### src/timer_regs.vh
// Register map, field positions and reset values of the 16-bit timer block
`ifndef TIMER_REGS_VH
`define TIMER_REGS_VH
`define OFS_CONTROL_ONE   8'h00
`define OFS_CONTROL_TWO   8'h04
`define OFS_STATUS        8'h08
`define OFS_CAPTURE_ONE   8'h0c
`define OFS_COMPARE_ONE   8'h10
`define OFS_COUNTER       8'h14
`define OFS_ALT_COUNTER   8'h18
`define OFS_CAPTURE_TWO   8'h1c
`define OFS_COMPARE_TWO   8'h20
// Control one fields
`define C1_CAPTURE_IRQ_EN 7
`define C1_COMPARE_IRQ_EN 6
`define C1_OVERFLOW_IRQ_EN 5
`define C1_FORCE_TWO      4
`define C1_FORCE_ONE      3
`define C1_LEVEL_TWO      2
`define C1_CAPTURE_EDGE_ONE 1
`define C1_LEVEL_ONE      0
// Control two fields
`define C2_PIN_ONE_EN     7
`define C2_PIN_TWO_EN     6
`define C2_SINGLE_PULSE   5
`define C2_PWM            4
`define C2_CLOCK_SEL_HI   3
`define C2_CLOCK_SEL_LO   2
`define C2_CAPTURE_EDGE_TWO 1
`define C2_EXT_EDGE       0
// Status fields
`define ST_CAPTURE_ONE    7
`define ST_COMPARE_ONE    6
`define ST_OVERFLOW       5
`define ST_CAPTURE_TWO    4
`define ST_COMPARE_TWO    3
`define ST_TIMER_OFF      2
// Clock select codes
`define CLK_DIV4          2'h0
`define CLK_DIV2          2'h1
`define CLK_DIV8          2'h2
`define CLK_EXT           2'h3
// Reset and reload values
`define RST_CONTROL       8'h00
`define RST_COMPARE       16'h8000
`define COUNTER_RELOAD    16'hfffc
`define PULSE_CAPTURE     16'hfffd
`define COUNTER_TOP       16'hffff
`define RESP_OKAY         2'h0
`define RESP_SLVERR       2'h2
`endif

### src/timer_control.v
// 16-bit capture/compare timer with AXI4-Lite register access
//
// Implementation choices: the register addresses and register access over AXI4-Lite.
`timescale 1ns/10ps
`include "timer_regs.vh"

// What this block does
// - All five timer events share one interrupt, gated by enables and cpu mask.
// - Capture one flag sets on capture one or pwm period reset; raises interrupt and wake alike.
// - Pulse-width mode raises no compare one or compare two events.
// - Control one bit 7 enables interrupt from either capture flag.
// - Control one bit 6 enables interrupt from either compare flag.
// - Control one bit 5 enables interrupt from the overflow flag.
// - Control one bit 4 forces level two onto enabled pin two.
// - Control one bit 3 forces level one onto enabled pin one.
// - Compare two match drives level two onto pin two, onto pin one in pwm mode, no pin in single pulse.
// - Control one bit 0 is pin one level on compare one match.
// - Control one bit 1 picks capture one edge: 0 falling, 1 rising.
// - Control two bit 7 only connects pin one; compare one keeps running.
// - Control two bit 6 only connects pin two; compare two keeps running.
// - Control two bit 5: capture one edge starts one pulse, length from compare one.
// - Control two bit 4: repeating waveform, compare one length, compare two period.
// - Clock select 00 div4, 01 div2, 10 div8, 11 external clock.
// - External clock selected without external pin stops the counter.
// - Control two bit 1 picks capture two edge: 0 falling, 1 rising.
// - Control two bit 0 picks external clock edge: 0 falling, 1 rising.
// - Three control/status registers and six 16-bit data registers.
// - Both pulse mode bits set means pulse-width mode only.
// - Flag clears after status read then access to its data register.
// - Overflow flag sets when counter rolls from ffff to 0000.
// - Pulse-width compare two match reloads counter with fffc.
module timer_control #(
  parameter HAS_EXT_CLOCK = 1
) (
  input  wire        aclk,
  input  wire        aresetn,
  input  wire [7:0]  awaddr,
  input  wire        awvalid,
  output reg         awready,
  input  wire [31:0] wdata,
  input  wire [3:0]  wstrb,
  input  wire        wvalid,
  output reg         wready,
  output reg  [1:0]  bresp,
  output reg         bvalid,
  input  wire        bready,
  input  wire [7:0]  araddr,
  input  wire        arvalid,
  output reg         arready,
  output reg  [31:0] rdata,
  output reg  [1:0]  rresp,
  output reg         rvalid,
  input  wire        rready,
  input  wire        cpu_irq_mask,
  input  wire        halt_mode,
  input  wire        capture_input_one,
  input  wire        capture_input_two,
  input  wire        ext_clock_pin,
  output reg         compare_pin_one,
  output reg         compare_pin_one_oe,
  output reg         compare_pin_two,
  output reg         compare_pin_two_oe,
  output reg         timer_irq,
  output reg         wait_wakeup
);

  reg  [7:0]  timer_control_one;
  reg  [7:0]  timer_control_two;
  reg         timer_off;
  reg  [4:0]  flags;
  reg  [4:0]  armed;
  reg  [15:0] capture_one;
  reg  [15:0] capture_two;
  reg  [15:0] compare_value_one;
  reg  [15:0] compare_value_two;
  reg  [15:0] counter;
  reg  [2:0]  prescale;
  reg  [2:0]  cap1_sync;
  reg  [2:0]  cap2_sync;
  reg  [2:0]  ext_sync;
  reg         aw_hold;
  reg         w_hold;
  reg  [7:0]  waddr_q;
  reg  [31:0] wdata_q;
  reg  [3:0]  wstrb_q;

  // Flag vector order: capture one, compare one, overflow, capture two, compare two
  wire        capture_irq_enable  = timer_control_one[`C1_CAPTURE_IRQ_EN];
  wire        compare_irq_enable  = timer_control_one[`C1_COMPARE_IRQ_EN];
  wire        overflow_irq_enable = timer_control_one[`C1_OVERFLOW_IRQ_EN];
  wire        force_level_two     = timer_control_one[`C1_FORCE_TWO];
  wire        force_level_one     = timer_control_one[`C1_FORCE_ONE];
  wire        output_level_two    = timer_control_one[`C1_LEVEL_TWO];
  wire        capture_edge_one    = timer_control_one[`C1_CAPTURE_EDGE_ONE];
  wire        output_level_one    = timer_control_one[`C1_LEVEL_ONE];
  wire        pin_one_enable      = timer_control_two[`C2_PIN_ONE_EN];
  wire        pin_two_enable      = timer_control_two[`C2_PIN_TWO_EN];
  wire        pwm_mode            = timer_control_two[`C2_PWM];
  // Pulse-width mode overrides single pulse mode
  wire        single_pulse_mode   = timer_control_two[`C2_SINGLE_PULSE] & ~pwm_mode;
  wire [1:0]  clock_select        = timer_control_two[`C2_CLOCK_SEL_HI:`C2_CLOCK_SEL_LO];
  wire        capture_edge_two    = timer_control_two[`C2_CAPTURE_EDGE_TWO];
  wire        ext_clock_edge      = timer_control_two[`C2_EXT_EDGE];

  function edge_seen;
    input [1:0] hist;
    input       rising;
    begin
      edge_seen = rising ? (hist == 2'b01) : (hist == 2'b10);
    end
  endfunction

  function is_data_reg;
    input [7:0] addr;
    input [7:0] ofs;
    begin
      is_data_reg = (addr == ofs);
    end
  endfunction

  // Stage 0 feeds only stage 1; edges are taken between stages 1 and 2
  wire cap1_edge = edge_seen(cap1_sync[2:1], capture_edge_one);
  wire cap2_edge = edge_seen(cap2_sync[2:1], capture_edge_two);
  wire ext_edge  = edge_seen(ext_sync[2:1], ext_clock_edge);

  // Pin edges reach the counter three cycles after the pin moves;
  // an external clock faster than half of aclk loses edges
  reg tick;
  always @* begin
    case (clock_select)
      `CLK_DIV4: tick = (prescale[1:0] == 2'h3);
      `CLK_DIV2: tick = prescale[0];
      `CLK_DIV8: tick = (prescale == 3'h7);
      `CLK_EXT:  tick = (HAS_EXT_CLOCK != 0) && ext_edge;
      default:   tick = 1'b0;
    endcase
  end

  wire run       = tick & ~timer_off;
  wire match_one = run && (counter == compare_value_one);
  wire match_two = run && (counter == compare_value_two);
  wire pulse_go  = single_pulse_mode & cap1_edge & ~timer_off;

  // Register bus decode
  wire        wr_fire = aw_hold & w_hold & ~bvalid;
  wire        rd_fire = arvalid & arready;
  wire [7:0]  rd_addr = araddr;

  function mapped;
    input [7:0] addr;
    begin
      case (addr)
        `OFS_CONTROL_ONE, `OFS_CONTROL_TWO, `OFS_STATUS,
        `OFS_CAPTURE_ONE, `OFS_COMPARE_ONE, `OFS_COUNTER,
        `OFS_ALT_COUNTER, `OFS_CAPTURE_TWO, `OFS_COMPARE_TWO: mapped = 1'b1;
        default: mapped = 1'b0;
      endcase
    end
  endfunction

  // Alternate counter shows the same count; only its clear effect differs
  reg [31:0] read_value;
  always @* begin
    case (rd_addr)
      `OFS_CONTROL_ONE: read_value = {24'h0, timer_control_one};
      `OFS_CONTROL_TWO: read_value = {24'h0, timer_control_two};
      `OFS_STATUS:      read_value = {24'h0, flags, timer_off, 2'h0};
      `OFS_CAPTURE_ONE: read_value = {16'h0, capture_one};
      `OFS_COMPARE_ONE: read_value = {16'h0, compare_value_one};
      `OFS_COUNTER:     read_value = {16'h0, counter};
      `OFS_ALT_COUNTER: read_value = {16'h0, counter};
      `OFS_CAPTURE_TWO: read_value = {16'h0, capture_two};
      `OFS_COMPARE_TWO: read_value = {16'h0, compare_value_two};
      default:          read_value = 32'h0;
    endcase
  end

  // Accesses that complete the two-step flag clear; alternate counter excluded
  wire [7:0] wa = waddr_q;
  wire [4:0] rd_touch = rd_fire ? {is_data_reg(rd_addr, `OFS_CAPTURE_ONE),
                                   is_data_reg(rd_addr, `OFS_COMPARE_ONE),
                                   is_data_reg(rd_addr, `OFS_COUNTER),
                                   is_data_reg(rd_addr, `OFS_CAPTURE_TWO),
                                   is_data_reg(rd_addr, `OFS_COMPARE_TWO)} : 5'h0;
  wire [4:0] wr_touch = wr_fire ? {is_data_reg(wa, `OFS_CAPTURE_ONE),
                                   is_data_reg(wa, `OFS_COMPARE_ONE),
                                   is_data_reg(wa, `OFS_COUNTER),
                                   is_data_reg(wa, `OFS_CAPTURE_TWO),
                                   is_data_reg(wa, `OFS_COMPARE_TWO)} : 5'h0;
  wire [4:0] clear_now = armed & (rd_touch | wr_touch);
  wire       status_rd = rd_fire && (rd_addr == `OFS_STATUS);

  // New events this cycle; compare flags are silent in pulse-width mode
  // Capture one pin is cut off from the timer in pulse-width mode
  wire cap1_event = (cap1_edge & ~pwm_mode & ~timer_off) | pulse_go
                    | (pwm_mode & match_two);
  wire cmp1_event = match_one & ~pwm_mode & ~single_pulse_mode;
  wire cmp2_event = match_two & ~pwm_mode;
  wire ovf_event  = run && (counter == `COUNTER_TOP) && !(pwm_mode && match_two);
  wire cap2_event = cap2_edge & ~timer_off;
  wire [4:0] set_now = {cap1_event, cmp1_event, ovf_event, cap2_event, cmp2_event};

  wire counter_write = wr_fire && (wa == `OFS_COUNTER || wa == `OFS_ALT_COUNTER);

  // Interrupt and wake conditions
  wire [4:0] next_flags = (flags & ~clear_now) | set_now;
  wire       any_enabled = (capture_irq_enable & (next_flags[4] | next_flags[1]))
                         | (compare_irq_enable & (next_flags[3] | next_flags[0]))
                         | (overflow_irq_enable & next_flags[2]);

  // Two synchroniser stages per pin, a third stage holds edge history
  always @(posedge aclk) begin
    if (!aresetn) begin
      cap1_sync <= 3'h0;
      cap2_sync <= 3'h0;
      ext_sync  <= 3'h0;
    end else begin
      cap1_sync <= {cap1_sync[1:0], capture_input_one};
      cap2_sync <= {cap2_sync[1:0], capture_input_two};
      ext_sync  <= {ext_sync[1:0], ext_clock_pin};
    end
  end

  // AXI4-Lite handshakes
  // Readies drop at each hand-off and return once the response is accepted,
  // so at most one write and one read are under way
  always @(posedge aclk) begin
    if (!aresetn) begin
      awready <= 1'b1;
      wready  <= 1'b1;
      aw_hold <= 1'b0;
      w_hold  <= 1'b0;
      waddr_q <= 8'h0;
      wdata_q <= 32'h0;
      wstrb_q <= 4'h0;
      bvalid  <= 1'b0;
      bresp   <= `RESP_OKAY;
      arready <= 1'b1;
      rvalid  <= 1'b0;
      rdata   <= 32'h0;
      rresp   <= `RESP_OKAY;
    end else begin
      if (awvalid && awready) begin
        aw_hold <= 1'b1;
        awready <= 1'b0;
        waddr_q <= awaddr;
      end
      if (wvalid && wready) begin
        w_hold  <= 1'b1;
        wready  <= 1'b0;
        wdata_q <= wdata;
        wstrb_q <= wstrb;
      end
      if (wr_fire) begin
        aw_hold <= 1'b0;
        w_hold  <= 1'b0;
        bvalid  <= 1'b1;
        bresp   <= mapped(wa) ? `RESP_OKAY : `RESP_SLVERR;
      end
      if (bvalid && bready) begin
        bvalid  <= 1'b0;
        awready <= 1'b1;
        wready  <= 1'b1;
      end
      if (rd_fire) begin
        arready <= 1'b0;
        rvalid  <= 1'b1;
        rdata   <= read_value;
        rresp   <= mapped(rd_addr) ? `RESP_OKAY : `RESP_SLVERR;
      end
      if (rvalid && rready) begin
        rvalid  <= 1'b0;
        arready <= 1'b1;
      end
    end
  end

  // Registers, counter, flags and pins
  always @(posedge aclk) begin
    if (!aresetn) begin
      timer_control_one  <= `RST_CONTROL;
      timer_control_two  <= `RST_CONTROL;
      timer_off          <= 1'b0;
      flags              <= 5'h0;
      armed              <= 5'h0;
      capture_one        <= 16'h0;
      capture_two        <= 16'h0;
      compare_value_one  <= `RST_COMPARE;
      compare_value_two  <= `RST_COMPARE;
      counter            <= `COUNTER_RELOAD;
      prescale           <= 3'h0;
      compare_pin_one    <= 1'b0;
      compare_pin_two    <= 1'b0;
      compare_pin_one_oe <= 1'b0;
      compare_pin_two_oe <= 1'b0;
      timer_irq          <= 1'b0;
      wait_wakeup        <= 1'b0;
    end else begin
      // Lane zero carries the 8-bit registers and the low bytes
      if (wr_fire && wstrb_q[0]) begin
        case (wa)
          `OFS_CONTROL_ONE: timer_control_one <= wdata_q[7:0];
          `OFS_CONTROL_TWO: timer_control_two <= wdata_q[7:0];
          `OFS_STATUS:      timer_off <= wdata_q[`ST_TIMER_OFF];
          `OFS_COMPARE_ONE: compare_value_one[7:0] <= wdata_q[7:0];
          `OFS_COMPARE_TWO: compare_value_two[7:0] <= wdata_q[7:0];
          default: ;
        endcase
      end
      // High byte of a compare value needs lane one
      if (wr_fire && wstrb_q[1]) begin
        if (wa == `OFS_COMPARE_ONE)
          compare_value_one[15:8] <= wdata_q[15:8];
        if (wa == `OFS_COMPARE_TWO)
          compare_value_two[15:8] <= wdata_q[15:8];
      end

      // Set wins over clear in the same cycle
      flags <= next_flags;
      // Arm only flags set now; later flags need a fresh status read
      if (status_rd)
        armed <= flags;
      else
        armed <= armed & ~clear_now;

      // Frozen prescaler while the timer is switched off
      if (!timer_off)
        prescale <= prescale + 3'h1;

      // Software reload and pulse start outrank the period reload
      if (counter_write || pulse_go)
        counter <= `COUNTER_RELOAD;
      else if (pwm_mode && match_two)
        counter <= `COUNTER_RELOAD;
      else if (run)
        counter <= counter + 16'h1;

      // Single pulse start stores a fixed value, not the count
      if (pulse_go)
        capture_one <= `PULSE_CAPTURE;
      else if (cap1_edge && !pwm_mode && !timer_off)
        capture_one <= counter;
      if (cap2_event)
        capture_two <= counter;

      // Pin one level; compare logic runs whatever the pin enable says
      if (force_level_one && pin_one_enable)
        compare_pin_one <= output_level_one;
      else if (pwm_mode || single_pulse_mode) begin
        if (pulse_go || (pwm_mode && match_two))
          compare_pin_one <= output_level_two;
        else if (match_one)
          compare_pin_one <= output_level_one;
      end else if (match_one)
        compare_pin_one <= output_level_one;

      // Level two belongs to pin one in the pulse modes
      if (force_level_two && pin_two_enable)
        compare_pin_two <= output_level_two;
      else if (match_two && !pwm_mode && !single_pulse_mode)
        compare_pin_two <= output_level_two;

      // Timer off releases both pins; pin levels are kept
      compare_pin_one_oe <= pin_one_enable & ~timer_off;
      compare_pin_two_oe <= pin_two_enable & ~timer_off;

      // Interrupt holds while any enabled flag is still set
      // Halt blocks only the wake request; the interrupt still stands
      timer_irq   <= any_enabled & ~cpu_irq_mask;
      wait_wakeup <= any_enabled & ~cpu_irq_mask & ~halt_mode;
    end
  end

endmodule // timer_control

### config.mk
export PLATFORM = sky130hd
export DESIGN_NAME = timer_control
export DESIGN_NICKNAME = d
export VERILOG_FILES = /design/src/timer_control.v
export VERILOG_INCLUDE_DIRS = /design/src
export SDC_FILE = /design/constraint.sdc
export NUM_CORES = 1
export LEC_CHECK = 0
export ABC_CLOCK_PERIOD_IN_PS = 2300
export BUFFER_PORTS_ARGS = -buffer_cell sky130_fd_sc_hd__buf_4
export CAP_MARGIN = 20
export CORE_ASPECT_RATIO = 0.75
export CORE_UTILIZATION = 52
export CTS_BUF_LIST = sky130_fd_sc_hd__clkbuf_16
export CTS_CLUSTER_DIAMETER = 120
export DETAILED_ROUTE_END_ITERATION = 10
export GPL_TIMING_DRIVEN = 0
export PLACE_DENSITY = 0.76
export SLEW_MARGIN = 20
export SYNTH_ARGS = -nofsm -noshare
export SYNTH_HDL_FRONTEND = slang
export SYNTH_SLANG_ARGS = --single-unit
### constraint.sdc
create_clock -name aclk -period 2.3 [get_ports aclk]
set_clock_uncertainty 0.2 [all_clocks]
set_input_delay 0.115 -clock aclk [delete_from_list [all_inputs] [get_ports aclk]]
set_output_delay 0.115 -clock aclk [all_outputs]
set_load 0.005 [all_outputs]
# --- After elaboration in Yosys (flattened, before gate mapping) ---
# Index checks and enable logic that the tools add are counted.
classes:
  n_reduce_logical: 47
  mux: 24
  bitwise: 40
  eq_ne: 30
  n_addsub: 2
ops:
  columns: ["operator", "count"]
  rows:
  - ["case mux 16 bit (8 select lines)", 1]
  - ["equality test 8 x 5 -> 1 bit, second input constant", 8]
  - ["equality test 16 bit", 2]
  - ["equality test 8 x 4 -> 1 bit, second input constant", 4]
  - ["2-to-1 mux 16 bit", 2]
  - ["bitwise AND 1 bit", 21]
  - ["logical AND 1 bit", 19]
  - ["OR reduction 9 bit", 2]
  - ["adder 16 x 1 -> 16 bit, second input constant", 1]
  - ["equality test 16 bit, second input constant", 1]
  - ["equality test 8 x 3 -> 1 bit, second input constant", 2]
  - ["equality test 8 x 6 -> 1 bit, second input constant", 2]
  - ["zero test 8 bit", 2]
  - ["bitwise AND 5 bit", 3]
  - ["2-to-1 mux 1 bit", 15]
  - ["2-to-1 mux 5 bit", 3]
  - ["AND reduction 2 bit", 7]
  - ["equality test 2 bit, second input constant", 6]
  - ["bitwise OR 5 bit", 2]
  - ["OR reduction 2 bit", 5]
  - ["equality test 2 x 1 -> 1 bit, second input constant", 4]
  - ["NOT 1 bit", 7]
  - ["bitwise OR 1 bit", 6]
  - ["NOT 5 bit", 1]
  - ["other kinds (9)", 17]
totals:
  reg_bits: 194
  word_cells: 179
  input_bits: 64

# --- Longest topological paths before layout ---
depth:
  depth_word: 15
  ltp_mapped: 9

# --- Least setup slack after synthesis ---
# Ideal clock, no wire load.
synth_path:
  path_kind: "register to register"
  start: "reg prescale[0]"
  end: "reg wait_wakeup"
  path_slack_ns: -0.284
  stages_incl_launch_ff: 10
  arrival_time_ns: 2.234
  path_cell_list: "dfxtp_1 > ha_1 > ha_1 > mux2_1 > o21bai_1 > nand2b_1 > clkbuf_1 > nor3_1 > o41ai_1 > a311oi_2"
synth_via:
  elab_chain_cells: 13
  word_cells_on_any_way: 25
  classes_between: "2 x eq/ne; 1 x mux; 16 x bitwise; 6 x reduce/logical"
synth_lines:
  columns: ["element", "line_no", "source"]
  rows:
  - ["start: declaration", "timer_control.v:77", "reg [2:0] prescale;"]
  - ["start signal: assignment", "timer_control.v:328", "prescale <= prescale + 3'h1;"]
  - ["equality test 3 bit / equality test 2 bit (equally long branches)", "timer_control.v:133, timer_control.v:131", null]
  - ["case mux 1 bit (4 select lines) *", "timer_control.v:130", "case (clock_select)"]
  - ["bitwise AND 1 bit *", "timer_control.v:139", "wire run = tick & ~timer_off;"]
  - ["logical AND 1 bit (on tied branches)", "timer_control.v:141, timer_control.v:140", null]
  - ["bitwise AND 1 bit (on tied branches)", "timer_control.v:196, timer_control.v:197", null]
  - ["bitwise OR 1 bit / bitwise AND 1 bit (equally long branches)", "timer_control.v:196, timer_control.v:197", null]
  - ["bitwise OR 5 bit *", "timer_control.v:206", "wire [4:0] next_flags = (flags & ~clear_now) | set_now;"]
  - ["bitwise OR 1 bit (on tied branches)", "timer_control.v:207, timer_control.v:208", null]
  - ["bitwise AND 1 bit (on tied branches)", "timer_control.v:207, timer_control.v:208", null]
  - ["bitwise OR 1 bit", "timer_control.v:208", "| (compare_irq_enable & (next_flags[3] | next_flags[0]))"]
  - ["bitwise OR 1 bit *", "timer_control.v:209", "| (overflow_irq_enable & next_flags[2]);"]
  - ["bitwise AND 1 bit * (2 in series)", "timer_control.v:370", "wait_wakeup <= any_enabled & ~cpu_irq_mask & ~halt_mode;"]
  - ["end signal: assignment", "timer_control.v:370", null]
  - ["end: declaration", "timer_control.v:64", "output reg wait_wakeup"]
# Every way passes the cells marked *; elsewhere a longest branch is shown, timed or not.
# A chain may end at the register's enable or synchronous reset.

# --- Worst setup path after layout ---
layout_path:
  start: "reg timer_off"
  end: "reg wait_wakeup"
layout_via:
  elab_chain_cells: 12
  word_cells_on_any_way: 27
  classes_between: "21 x bitwise; 6 x reduce/logical"
layout_lines:
  columns: ["element", "line_no", "source"]
  rows:
  - ["start: declaration", "timer_control.v:69", "reg timer_off;"]
  - ["start signal: assignment", "timer_control.v:304", "`OFS_STATUS: timer_off <= wdata_q[`ST_TIMER_OFF];"]
  - ["NOT 1 bit *", null, null]
  - ["bitwise AND 1 bit", "timer_control.v:139", null]
  - ["logical AND 1 bit (on tied branches)", "timer_control.v:141, timer_control.v:140", null]
  - ["bitwise AND 1 bit (on tied branches)", "timer_control.v:196, timer_control.v:197", null]
  - ["bitwise OR 1 bit / bitwise AND 1 bit (equally long branches)", "timer_control.v:196, timer_control.v:197", null]
  - ["bitwise OR 5 bit *", "timer_control.v:206", null]
  - ["bitwise OR 1 bit (on tied branches)", "timer_control.v:207, timer_control.v:208", null]
  - ["bitwise AND 1 bit (on tied branches)", "timer_control.v:207, timer_control.v:208", null]
  - ["bitwise OR 1 bit", "timer_control.v:208", null]
  - ["bitwise OR 1 bit *", "timer_control.v:209", null]
  - ["bitwise AND 1 bit * (2 in series)", "timer_control.v:370", null]
# Marked as above.

==> key figures <==
Routing
  • Initial DRC count: 881
  • Met2 WL: ~11 mm
  • Routed Antenna Nets: 0
  • Vias: 7651
  • WL/cell: 19.6 µm
  • DR pass1 iterations: 6
  • Vias per cell: between 5 and 6
  • Number of remaining DRC errors: 0
  • Met1 WL: 10.5 mm
  • DR WL met3: roughly 3.3 mm
  • Top sig layer: met4
  • Final WL: between 20 and 30 mm

GRT
  • Largest net degree at the start of global routing: 17
  • Vias in the first global route: 7264
  • GRT Overall Usage: 0.340
  • Initial antenna violation count: 0
  • First-pass GRT wire length: approximately 39 mm
  • Total gr overflow: 0

CTS
  • CTS tree: built
  • CTS sink cnt: 176
  • Reg clk slew, reported paths: 70 ps
  • CTS HTree Levels: 4
  • Clk buf depth: 2
  • Cts bufs inserted: 17
  • Worst-Skew Late Latency: 420 ps
  • Clk root buf: clkbuf_16

Setup path
  • Worst EP arrival: 2660 ps
  • Crit Reg-Reg Startpoint: timer_off
  • Crit. End Element: register
  • CP Cell Sequence: o21bai_4, or4b_4, or3b_4, a21bo_1, a311oi_2
  • Setup crit end: wait_wakeup
  • Reg2Reg Depth: 5
  • CP required: 2440 ps
  • CP max FO: 10
  • Top cell family by delay on the critical path: simple AND/OR/NAND/NOR gates
  • Startpoint types: register
  • Buf+Inv Stages, Crit Path: 0
  • Max incr delay on CP: between 500 and 600 ps
  • Crit path depth: 5
  • Slowest CP cell: dfxtp_1
  • Setup slack, reg-to-reg: -220 ps
  • Crit path launch: timer_off
  • R2r endpoint: wait_wakeup
  • Crit path kind: register to register

Logic synthesis
  • Cell taking the most area after synthesis: dfxtp_1
  • #FFs+latches synth: around 180
  • Sequential cell area fraction in the yosys report: 0.452
  • Mean post-synth cell area: 8.39 µm²
  • Yosys cell types: between 60 and 70
  • EDFF count, synth: 0
  • Ys flop type: dfxtp_1
  • Synth top area share: 0.452
  • Post-Syn Instances: 929
  • Synth Warn #: 0
  • Mapped Area: around 0.008 mm²
  • Async SR Flop Fraction: 0
  • Area contributors post-synth: dfxtp_1 (45%), nand2_1 (6.2%), a21oi_1 (6.0%), nor2_1 (5.3%), mux2i_1 (4.8%)

Die
  • Die H: 108 µm
  • Starting density of the core: 0.536
  • I/O pin count: 111
  • Core Region: 0.0145 mm²
  • Full die area: approximately 0.015 mm²
  • Chip width: 143 µm
  • Row count: 38

Power and ir drop
  • Switching power of the nets: 1.58 mW
  • Leakage: between 3 and 4 nW
  • Power, Total: 6.42 mW
  • Switching part of the total power: 0.247
  • Clock Power Share: 0.427
  • Reg power frac: 0.496
  • Internal power: approximately 4.8 mW
  • Worst VDD drop: 508 µV
  • Logic pwr share: 0.078
  • Power density cells: between 600 and 700 mW/mm²

Timing
  • Slew HR: 0.452
  • Fmax: ~400 MHz
  • Fin. Hold Viols: 0
  • Final Max Slew Viols: 0
  • Post-route minimum period: 2520 ps
  • Final setup margin: -221 ps
  • Worst-margin pin slew: 822 ps
  • Setup tns final: -1240 ps
  • Period Utilization, post-route: 1.10
  • RSZ-0062 raised after global routing: yes
  • # setup viols final: 17
  • Hold_ws: between 15 and 20 ps

Min path
  • Hold WC Path Type: input port to register

Finish
  • Nets: between 1k and 1.5k
  • Layout area overhead: 28.4%
  • Share of layout cells above drive strength 1: 0.189
  • # diodes: 0
  • Final core occ: 0.688
  • FILL cells: ~1.2k

Place
  • Gpl congestion: 0.998
  • IO buf count: 72
  • DP HPWL: 17.3 mm

Outcome
  • Status: complete, but fails checks
  • Failing checks: setup timing

Job
  • Max cap viols: 0
## cell usage after synthesis, types with 6 or more instances
cell type	number
and3_1	6
a211oi_1	17
xnor2_1	10
dfxtp_1	176
a22oi_1	25
nor4_1	12
nor2_1	111
buf_4	18
a21oi_1	93
a41oi_1	6
nand2_1	128
nand3_1	49
inv_1	11
xor2_1	40
nor4b_1	7
clkbuf_1	65
and2_1	19
mux2i_1	37
buf_1	9
a222oi_1	16
## registers in the layout, indices dropped and copies added (netlist names), 2 cells and up
| signal | count |
|---|---|
| timer_control_one | 8 |
| wdata_q | 16 |
| capture_two | 16 |
| cap1_sync | 3 |
| prescale | 3 |
| wa | 8 |
| cap2_sync | 3 |
| wstrb_q | 2 |
| ext_sync | 3 |
| compare_value_one | 16 |
| armed | 5 |
| flags | 5 |
| compare_value_two | 16 |
| capture_one | 16 |
| timer_control_two | 8 |
| rdata | 16 |
| counter | 16 |
## what timing repair did
action,4_1_cts,5_1_grt
gates cloned,0,0
gates resized for setup,59,34
endpoints found under the setup margin,105,99
hold buffers,46,0
endpoints found under the hold margin,36,0
setup buffers,14,3
pin swaps,9,5
## stage by stage
| stage | worst slack [ps] | area (µm²) | instances |
|---|---|---|---|
| floorplan | -151 | 7880 | 946 |
| global placement | -560 | 8670 | 1218 |
| detailed placement | -585 | 8680 | 1218 |
| CTS | -254 | 9900 | 1292 |
| global route | -279 | 10000 | 1291 |
| finish | -221 | 10000 | 1291 |
## cell families after synthesis
| family | after synthesis | share of synthesized area |
|---|---|---|
| AOI/OAI and AO/OA | 191 | 0.163 |
| xor gates and xnor gates | 50 | 0.0562 |
| adders and majority gates | 3 | 0.00482 |
| buffers and inverters | 106 | 0.0599 |
| DFF | 176 | 0.452 |
| muxes | 39 | 0.0504 |
| other | 1 | 0.000481 |
| and+or+nand+nor | 363 | 0.214 |
## metal layers
metal | GRT usage | vias up
li1 | - | 3501
met1 | 0.451 | 3625
met4 | 0.107 | 0
met3 | 0.126 | 60
met5 | 0 | -
met2 | 0.510 | 465
## worst min path at each step
stage / start / to / slack [ps] / cells past startpoint
floorplan: halt_mode / wait_wakeup / -20 / 1
global placement: halt_mode / wait_wakeup / 80 / 2
detailed placement: halt_mode / wait_wakeup / 80 / 2
CTS: aresetn / ext_sync[1] / 5 / 2
global route: aresetn / ext_sync[0] / 40 / 2
finish: aresetn / ext_sync[1] / 20 / 2
## cell usage in the layout, fill, tap and decap left out, types with 5 or more instances in the layout
cell type,synthesis,routed
a21oi_1,93,91
nor2_1,111,110
buf_4,18,108
a222oi_1,16,16
dfxtp_4,0,7
nand2_1,128,126
conb_1,1,18
dlygate4sd3_1,0,46
and2_1,19,18
mux2i_1,37,37
dfxtp_1,176,159
nor4_2,0,5
nor4_1,12,7
a41oi_1,6,6
clkbuf_16,0,17
a211oi_1,17,16
inv_1,11,13
xor2_1,40,40
o21ai_0,5,5
dfxtp_2,0,10
clkbuf_1,65,32
xnor2_1,10,10
a22oi_1,25,24
clkbuf_2,0,11
nand3_1,49,49
## final cells by class
class                           instances  area, µm²  share of cell area
Multi-Input combinational cell        664       4090               0.409
Sequential cell                       176       3560               0.356
Timing Repair Buffer                  135       1130               0.113
Clock buffer                           17        425              0.0425
Buffer                                 71        384              0.0384
Tap cell                              200        250              0.0250
Clock inverter                         15        121              0.0121
Inverter                               13       48.8             0.00487
## power by group through the flow
stage                     combinational, mW  clock [mW]  sequential, mW
after CTS                             0.470        2.74            3.17
after global routing                  0.544        2.86            3.19
final                                 0.498        2.74            3.18
after global placement                0.384           0            3.25
after detailed placement              0.392           0            3.25
after floorplan                       0.242           0            3.23
No activity file was read; power rests on OpenSTA's default activity.
